## config.mk

```make
export PLATFORM = sky130hd
export DESIGN_NAME = ext_bus_master
export DESIGN_NICKNAME = d
export VERILOG_FILES = /design/src/shared/xbus_pkg.sv /design/src/hdl/ext_bus_master.sv
export SDC_FILE = /design/constraint.sdc
export NUM_CORES = 1
export LEC_CHECK = 0
export ABC_CLOCK_PERIOD_IN_PS = 2800
export BUFFER_PORTS_ARGS = -buffer_cell sky130_fd_sc_hd__buf_2
export CORE_AREA = 2 2 95 188
export DETAILED_ROUTE_END_ITERATION = 16
export DIE_AREA = 0 0 97 190
export GPL_TIMING_DRIVEN = 0
export HOLD_SLACK_MARGIN = 0.06
export PLACE_DENSITY = 0.91
export SLEW_MARGIN = 20
export SYNTH_ARGS = -nofsm -noshare
export SYNTH_HDL_FRONTEND = slang
export SYNTH_SLANG_ARGS = --single-unit
```

## constraint.sdc

```tcl
create_clock -name mclk_i -period 2.8 [get_ports mclk_i]
set_input_delay 0.14 -clock mclk_i [delete_from_list [all_inputs] [get_ports mclk_i]]
set_output_delay 0.14 -clock mclk_i [all_outputs]
set_load 0.05 [all_outputs]
```

## src/shared/xbus_pkg.sv

```systemverilog
package xbus_pkg;

  // Transfer-width codes, upper bit first
  localparam logic [1:0] TW_BYTE = 2'h1;
  localparam logic [1:0] TW_HALF = 2'h2;
  localparam logic [1:0] TW_WORD = 2'h0;

  // Operation modes
  localparam logic [1:0] MODE_SINGLE = 2'h0;
  localparam logic [1:0] MODE_MASTER = 2'h1;
  localparam logic [1:0] MODE_EMUL = 2'h2;

  localparam int ADDR_W = 23;
  localparam int DATA_W = 32;
  localparam logic [3:0] STROBE_OFF = 4'hf;
  localparam logic [ADDR_W-1:0] A1_BIT = 23'h000002;
  localparam logic [ADDR_W-1:0] LOW2_MASK = 23'h7ffffc;

  typedef enum logic [1:0] {
    SZ_BYTE,
    SZ_HALF,
    SZ_WORD
  } op_size_t;

  // Internal-bus request
  typedef struct packed {
    logic [ADDR_W-1:0] addr;
    op_size_t size;
    logic rd;
    logic [2:0] acc_type;
    logic [DATA_W-1:0] wdata;
  } req_t;

  // Internal-bus answer
  typedef struct packed {
    logic [DATA_W-1:0] rdata;
    logic err;
  } rsp_t;

  // External pin group
  typedef struct packed {
    logic [ADDR_W-1:0] addr;
    logic rd_wr;
    logic [1:0] width_code;
    logic [2:0] acc_type;
    logic oe_n;
    logic [3:0] strobe_n;
  } pins_t;

endpackage

```

## src/hdl/ext_bus_master.sv

```systemverilog
module ext_bus_master
  import xbus_pkg::*;
(
  input wire logic mclk_i, // System clock
  input wire logic rst_i, // Synchronous reset
  input wire logic [1:0] mode_i, // Chip mode
  input wire logic width_en_i, // Config: width code pins enabled
  input wire logic width_en_set_i, // Config: override width default
  input wire logic core_en_i, // Config: core-state pins enabled
  input wire logic core_en_set_i, // Config: override core default
  input wire logic [3:0] core_state_i, // Processor status to show
  input wire logic req_valid_i, // Internal request valid
  output logic req_ready_o, // Internal request taken
  input wire req_t req_i, // Internal request
  output logic rsp_valid_o, // Answer valid
  input wire logic rsp_ready_i, // Answer taken
  output rsp_t rsp_o, // Answer data
  input wire logic cs_active_i, // A chip select matches
  input wire logic cs_port16_i, // Matched port is 16 bits
  input wire logic cs_we_i, // Matched channel write-enable option
  input wire logic cs_ack_i, // Internal chip-select acknowledge
  input wire logic cycle_acknowledge_n_i, // External acknowledge
  input wire logic cycle_error_acknowledge_n_i, // External error
  output pins_t pins_o, // Address and control pins
  output logic width_pins_oe_n_o, // Low: width code pins driven
  output logic [1:0] edge_irq_input_o, // Width pins as edge inputs
  input wire logic [1:0] width_pins_i, // Width pin levels
  output logic [3:0] core_state_pins_o, // Core-state pin values
  output logic core_pins_oe_n_o, // Low: core-state pins driven
  output logic [3:0] core_irq_o, // Core-state pins as edge inputs
  input wire logic [3:0] core_pins_i, // Core-state pin levels
  input wire logic [DATA_W-1:0] data_i, // External data bus in
  output logic [DATA_W-1:0] data_o, // External data bus out
  output logic data_oe_n_o // Low: data bus driven
);

  // ----------------------------------------------------------------
  // Lane constants
  // ----------------------------------------------------------------
  // Read lanes kept per operand, the rest forced to zero
  localparam logic [DATA_W-1:0] BYTE_LANE0 = 32'hff000000;
  localparam logic [DATA_W-1:0] HALF_HIGH = 32'hffff0000;
  localparam logic [DATA_W-1:0] HALF_LOW = 32'h0000ffff;
  localparam logic [3:0] PAIR_HI_ON = 4'h3;
  localparam logic [3:0] PAIR_LO_ON = 4'hc;

  // ----------------------------------------------------------------
  // Pin function selection
  // ----------------------------------------------------------------
  logic width_on;
  logic core_on;
  assign width_on = width_en_set_i ? width_en_i : (mode_i != MODE_SINGLE);
  assign core_on = core_en_set_i ? core_en_i : (mode_i == MODE_EMUL);
  assign width_pins_oe_n_o = ~width_on;
  assign edge_irq_input_o = width_on ? 2'h0 : width_pins_i;
  assign core_pins_oe_n_o = ~core_on;
  assign core_irq_o = core_on ? 4'h0 : core_pins_i;

  always_ff @(posedge mclk_i) begin
    if (rst_i) begin
      core_state_pins_o <= 4'h0;
    end else begin
      core_state_pins_o <= core_state_i;
    end
  end

  // ----------------------------------------------------------------
  // Helpers
  // ----------------------------------------------------------------
  function automatic logic [1:0] width_code(input op_size_t s);
    case (s)
      SZ_BYTE: width_code = TW_BYTE;
      SZ_HALF: width_code = TW_HALF;
      default: width_code = TW_WORD;
    endcase
  endfunction

  // Active-low strobes per size, offset and port width
  function automatic logic [3:0] lanes_n(input op_size_t s, input logic [1:0] off,
                                         input logic p16);
    logic [3:0] on;
    on = 4'h0;
    case (s)
      SZ_BYTE: begin
        if (p16) begin
          on = off[0] ? 4'h2 : 4'h1;
        end else begin
          on = 4'h1 << off;
        end
      end
      SZ_HALF: begin
        on = (p16 || !off[1]) ? PAIR_HI_ON : PAIR_LO_ON;
      end
      default: begin
        on = p16 ? PAIR_HI_ON : 4'hf;
      end
    endcase
    lanes_n = ~on;
  endfunction

  // ----------------------------------------------------------------
  // Request acceptance
  // ----------------------------------------------------------------
  typedef enum logic [1:0] {
    ST_IDLE,
    ST_FIRST,
    ST_WAIT,
    ST_SECOND
  } bus_state_t;

  bus_state_t state_r;
  req_t cur_r;
  logic port16_r;
  logic split_r;
  logic half2_r;
  logic we_mode_r;
  logic [15:0] hi_half_r;
  logic misaligned;
  logic active;
  logic err_r;
  logic ack;
  logic err;
  logic buf_ready;
  logic buf_push;
  rsp_t buf_in;

  always_comb begin
    case (req_i.size)
      SZ_HALF: misaligned = req_i.addr[0];
      SZ_WORD: misaligned = |req_i.addr[1:0];
      default: misaligned = 1'b0;
    endcase
  end

  assign active = (state_r != ST_IDLE);
  assign req_ready_o = !active && buf_ready;
  assign ack = ~cycle_acknowledge_n_i | cs_ack_i;
  assign err = ~cycle_error_acknowledge_n_i;

  // ----------------------------------------------------------------
  // Cycle sequencer
  // ----------------------------------------------------------------
  always_ff @(posedge mclk_i) begin
    if (rst_i) begin
      state_r <= ST_IDLE;
    end else begin
      case (state_r)
        ST_IDLE: begin
          if (req_valid_i && req_ready_o && !misaligned) begin
            state_r <= ST_FIRST;
          end
        end
        ST_FIRST, ST_WAIT: begin
          if (err || ack) begin
            state_r <= ST_SECOND;
          end else begin
            state_r <= ST_WAIT;
          end
        end
        ST_SECOND: begin
          // An error in the first half ends a split word
          if (split_r && !half2_r && !err_r) begin
            state_r <= ST_FIRST;
          end else begin
            state_r <= ST_IDLE;
          end
        end
        default: state_r <= ST_IDLE;
      endcase
    end
  end

  // Cycle error remembered into the second state
  always_ff @(posedge mclk_i) begin
    if (rst_i) begin
      err_r <= 1'b0;
    end else if (state_r == ST_FIRST || state_r == ST_WAIT) begin
      err_r <= err;
    end
  end

  // Captured request and port attributes
  always_ff @(posedge mclk_i) begin
    if (rst_i) begin
      cur_r <= '0;
      port16_r <= 1'b0;
      split_r <= 1'b0;
      we_mode_r <= 1'b0;
    end else if (state_r == ST_IDLE && req_valid_i && req_ready_o) begin
      cur_r <= req_i;
      port16_r <= cs_active_i && cs_port16_i;
      split_r <= cs_active_i && cs_port16_i && (req_i.size == SZ_WORD);
      we_mode_r <= cs_active_i && cs_we_i;
    end
  end

  always_ff @(posedge mclk_i) begin
    if (rst_i) begin
      half2_r <= 1'b0;
    end else if (state_r == ST_IDLE) begin
      half2_r <= 1'b0;
    end else if (state_r == ST_SECOND && split_r) begin
      half2_r <= 1'b1;
    end
  end

  // ----------------------------------------------------------------
  // External pins, registered and stable through the cycle
  // ----------------------------------------------------------------
  always_ff @(posedge mclk_i) begin
    if (rst_i) begin
      pins_o <= '{addr: '0, rd_wr: 1'b1, width_code: TW_WORD, acc_type: 3'h0,
                  oe_n: 1'b1, strobe_n: STROBE_OFF};
    end else if (state_r == ST_SECOND && (!split_r || half2_r || err_r)) begin
      pins_o.oe_n <= 1'b1;
      pins_o.strobe_n <= STROBE_OFF;
    end else if (state_r == ST_IDLE && req_valid_i && req_ready_o && !misaligned) begin
      pins_o.addr <= (req_i.size == SZ_WORD) ? (req_i.addr & LOW2_MASK) : req_i.addr;
      pins_o.rd_wr <= req_i.rd;
      pins_o.width_code <= width_code(req_i.size);
      pins_o.acc_type <= req_i.acc_type;
      pins_o.oe_n <= ~req_i.rd;
      pins_o.strobe_n <= (req_i.rd && cs_active_i && cs_we_i) ? STROBE_OFF :
                         lanes_n(req_i.size, req_i.addr[1:0], cs_active_i && cs_port16_i);
    end else if (state_r == ST_SECOND && split_r && !half2_r) begin
      pins_o.addr <= cur_r.addr | A1_BIT;
      pins_o.width_code <= TW_HALF;
      pins_o.strobe_n <= (cur_r.rd && we_mode_r) ? STROBE_OFF : ~PAIR_HI_ON;
    end
  end // no change during second state except at its end

  // ----------------------------------------------------------------
  // Write data drive
  // ----------------------------------------------------------------
  always_ff @(posedge mclk_i) begin
    if (rst_i) begin
      data_o <= '0;
      data_oe_n_o <= 1'b1;
    end else if (state_r == ST_IDLE && req_valid_i && req_ready_o && !misaligned) begin
      data_o <= req_i.wdata;
      data_oe_n_o <= req_i.rd;
    end else if (state_r == ST_SECOND && (!split_r || half2_r || err_r)) begin
      data_oe_n_o <= 1'b1;
    end else if (state_r == ST_SECOND && split_r && !half2_r) begin
      data_o <= {cur_r.wdata[15:0], cur_r.wdata[15:0]};
    end
  end

  // ----------------------------------------------------------------
  // Read data capture and steering
  // ----------------------------------------------------------------
  logic [DATA_W-1:0] rd_word;
  logic [DATA_W-1:0] rd_lanes;
  always_comb begin
    // 16-bit port: the addressed half arrives on the upper lines
    rd_lanes = data_i;
    if (port16_r) begin
      rd_lanes = cur_r.addr[1] ? {16'h0000, data_i[31:16]} :
                                 {data_i[31:16], 16'h0000};
    end
    case (cur_r.size)
      SZ_BYTE: rd_word = rd_lanes & (BYTE_LANE0 >> {cur_r.addr[1:0], 3'h0});
      SZ_HALF: rd_word = rd_lanes & (cur_r.addr[1] ? HALF_LOW : HALF_HIGH);
      default: rd_word = port16_r ? {hi_half_r, data_i[31:16]} : data_i;
    endcase
  end

  always_ff @(posedge mclk_i) begin
    if (rst_i) begin
      hi_half_r <= 16'h0000;
    end else if (state_r == ST_SECOND && split_r && !half2_r) begin
      hi_half_r <= data_i[31:16];
    end
  end

  // Split word answers after its second half, or after an error in its first half
  assign buf_push = (state_r == ST_SECOND) && (!split_r || half2_r || err_r);
  assign buf_in = '{rdata: cur_r.rd ? rd_word : '0, err: err_r};

  // ----------------------------------------------------------------
  // Two-entry answer buffer
  // ----------------------------------------------------------------
  rsp_t slot_r [2];
  logic [1:0] count_r;
  logic rd_ptr_r;
  logic wr_ptr_r;
  logic buf_pop;

  assign buf_ready = (count_r < 2'h2);
  assign rsp_valid_o = (count_r != 2'h0);
  assign rsp_o = slot_r[rd_ptr_r];
  assign buf_pop = rsp_valid_o && rsp_ready_i;

  always_ff @(posedge mclk_i) begin
    if (rst_i) begin
      count_r <= 2'h0;
      rd_ptr_r <= 1'b0;
      wr_ptr_r <= 1'b0;
    end else begin
      if (buf_push) begin
        wr_ptr_r <= ~wr_ptr_r;
      end
      if (buf_pop) begin
        rd_ptr_r <= ~rd_ptr_r;
      end
      count_r <= count_r + {1'b0, buf_push} - {1'b0, buf_pop};
    end
  end

  always_ff @(posedge mclk_i) begin
    if (rst_i) begin
      slot_r[0] <= '0;
      slot_r[1] <= '0;
    end else if (buf_push) begin
      slot_r[wr_ptr_r] <= buf_in;
    end
  end

endmodule

```

==> out/qor.txt <==
Starting Density: 51.49%
Startpoint Class: register
Seq/Total Area, Yosys: 54.57%
fin crit share: 90.69%
grt ovf: 0
area grow syn2layout: 34.20%
Antenna diodes: 0
Routed Antenna Nets: 0
initial drt markers: 728
post-layout min period: 2539 ps
Syn Inst Count: 931
Metal-1 WL: 9869 um
Fmax: 0.3938 GHz
CTS buffer count: 18
post-CTS setup buffers: 0
PostCTS Resize Cnt: 0
prevailing post-synth register cell: dfxtp_1
wire length per cell: 18.74 um
layout cell share with drive strength beyond 1: 25.54%
mean cell area of the mapped netlist: 9.457 um^2
Die H: 190 um
fill cell count: 1157
EDFF count, synth: 66
Peak VDD IR: 0.7691 mV
LEAKAGE: 0.004879 uW
Final Hold Viols: 0
Max Cap Viol: 0
clock tree buffer depth: 3
PwrDens: 927.8 mW/mm^2
#FFs+latches synth: 207
met3 wire length: 2684 um
via count: 8634
hold_buf cts: 102
Post-DP HPWL: 18150 um
Worst Tran Pin Value: 863.5 ps
RSZ-0062 raised after global routing: no
share of the synthesized area in the top cell type: 32.06%
slowest stage delay, CP: 790 ps
Vias/cell: 5.733
DRC violations left: 0
metal2 WL: 14540 um
Data arrival, critical path: 2650 ps
worst-path fanout max: 33
clk slew on worst S/H paths: 70 ps
FP Rows: 68
Worst Path Required: 2910 ps
final setup violating endpoints: 0
CTS H-tree lvls: 1
first drt pass iteration count: 5
Post-Route WL: 28230 um
Synth Net Count: 1060
Worst path slowest cell: or2_2
Post-Syn Area: 0.008805 mm^2
R2R Setup Slk: 260 ps
largest net degree at the start of global routing: 34
vias in the first global route: 8872
WHS: 86.75 ps
final setup skew: 16.61 ps
initial antenna violation count: 0
top-count cell post-synth: nand2_1
GR Util All Layers: 29.40%
outcome: finished clean
CTS root buffer: clkbuf_16
# nets final: 1413
ys async rst share: 0%
clk sinks: 207
dpl cells: 1372
Synth area leader: dfxtp_1
Yosys cell types: 49
Buffers on Ports: 231
Non-Filler Instances: 1506
worst skew pair latency: 490 ps
TNS Setup: 0 ps
Slew Viols, Final: 0
final weighted congestion in routability-driven placement: 0.8921
Setup CP Type: register to register
io pins: 233
crit path capture type: register
Slew headroom: 42.43%
TritonCTS clock tree: built
Die Width: 97 um
Synth area leaders: dfxtp_1, edfxtp_1, nand2_1
crit-path cells: ha_1, buf_6, inv_1, nor4_2, or2_2
uppermost routed layer: met4
first-pass GRT wire length: 44170 um
Hold Path Class: primary input to register
CORE AREA: 0.01710 mm^2
top cell types by occurrence after synthesis: nand2_1, dfxtp_1, a21oi_1
Ys Warns: 0
Die ar.: 0.01843 mm^2
[final timing paths]
path / start / depth (start not counted) / to
max: state_r[0] / 5 / slot_r[0][24]
min reg2reg: pins_o[6] / 2 / pins_o[6]
max reg2reg: state_r[0] / 5 / slot_r[0][24]
min: rsp_ready_i / 4 / register
[power by group]
part | switching (uW) | internal [uW]
Combinational | 3290 | 1320
Sequential | 313 | 3630
Clock | 1120 | 1290
Total | 4730 | 6240
[routing by layer]
| metal | up-vias | global-route usage, % |
|---|---|---|
| met3 | 92 | 6.209 |
| met1 | 4048 | 32.53 |
| met5 | - | 0 |
| li1 | 3930 | - |
| met2 | 564 | 53.50 |
| met4 | 0 | 13.43 |
[logic make-up (layout without fill, tap and decap cells)]
| group | Yosys count | after routing | share of synthesized area, % |
|---|---|---|---|
| buffers and inverters | 98 | 463 | 5.144 |
| AO/OA/AOI/OAI | 210 | 210 | 15.33 |
| AND/OR/NAND/NOR | 353 | 353 | 17.07 |
| adder cells (fa/ha/maj) | 10 | 10 | 1.421 |
| XOR/XNOR | 3 | 3 | 0.2985 |
| multiplexers | 50 | 50 | 6.167 |
| flip-flops | 207 | 207 | 54.57 |
[worst max-delay path: cells and delay by family (launching register included)]
family,cells,cell delay (ps)
flops,1,370
simple gates,2,1350
buf+inv,2,230
fa+ha+maj,1,180
[registers in the layout, indices dropped and copies added, names as in the netlist, 2 cells and up, named ones only]
register / flops
core_state_pins_o: 4
count_r: 2
state_r: 2
pins_o: 34
data_o: 32
hi_half_r: 16
cur_r: 42
slot_r: 66
[layout make-up]
class	count	area [um^2]	area share, %
multi-input cells	626	3557	30.10
flip-flops and latches	207	4805	40.66
well taps	210	262.8	2.224
inverters	35	131.4	1.112
plain buffers	63	321.6	2.721
repair buffers	333	2177	18.42
clock buffers	26	510.5	4.320
clock inverters	6	51.30	0.4341
[metrics by stage]
step / total power [uW] / area, um^2 / util [%] / setup WS (ps)
6_report: 10960 / 11820 / 69.10 / 260.6
5_1_grt: 11410 / 11820 / 69.10 / 131.4
4_1_cts: 10860 / 11810 / 69.04 / 298.1
3_5_place_dp: 8366 / 10220 / 59.78 / 332.3
3_3_place_gp: 8217 / 10220 / 59.78 / 424.1
2_1_floorplan: 7226 / 8805 / - / 565.9
[cells in the final DEF (no fill, tap or decap), drive strengths merged, types with 13 or more instances in the layout]
| cell | instances |
|---|---|
| a211oi | 18 |
| a21oi | 115 |
| a221oi | 21 |
| a22oi | 16 |
| a311oi | 17 |
| buf | 260 |
| clkbuf | 60 |
| dfxtp | 141 |
| dlygate4sd3 | 102 |
| edfxtp | 66 |
| inv | 35 |
| mux2 | 34 |
| mux2i | 16 |
| nand2 | 183 |
| nand3 | 13 |
| nor2 | 111 |
Note: power is estimated with default switching activity, not from simulation.
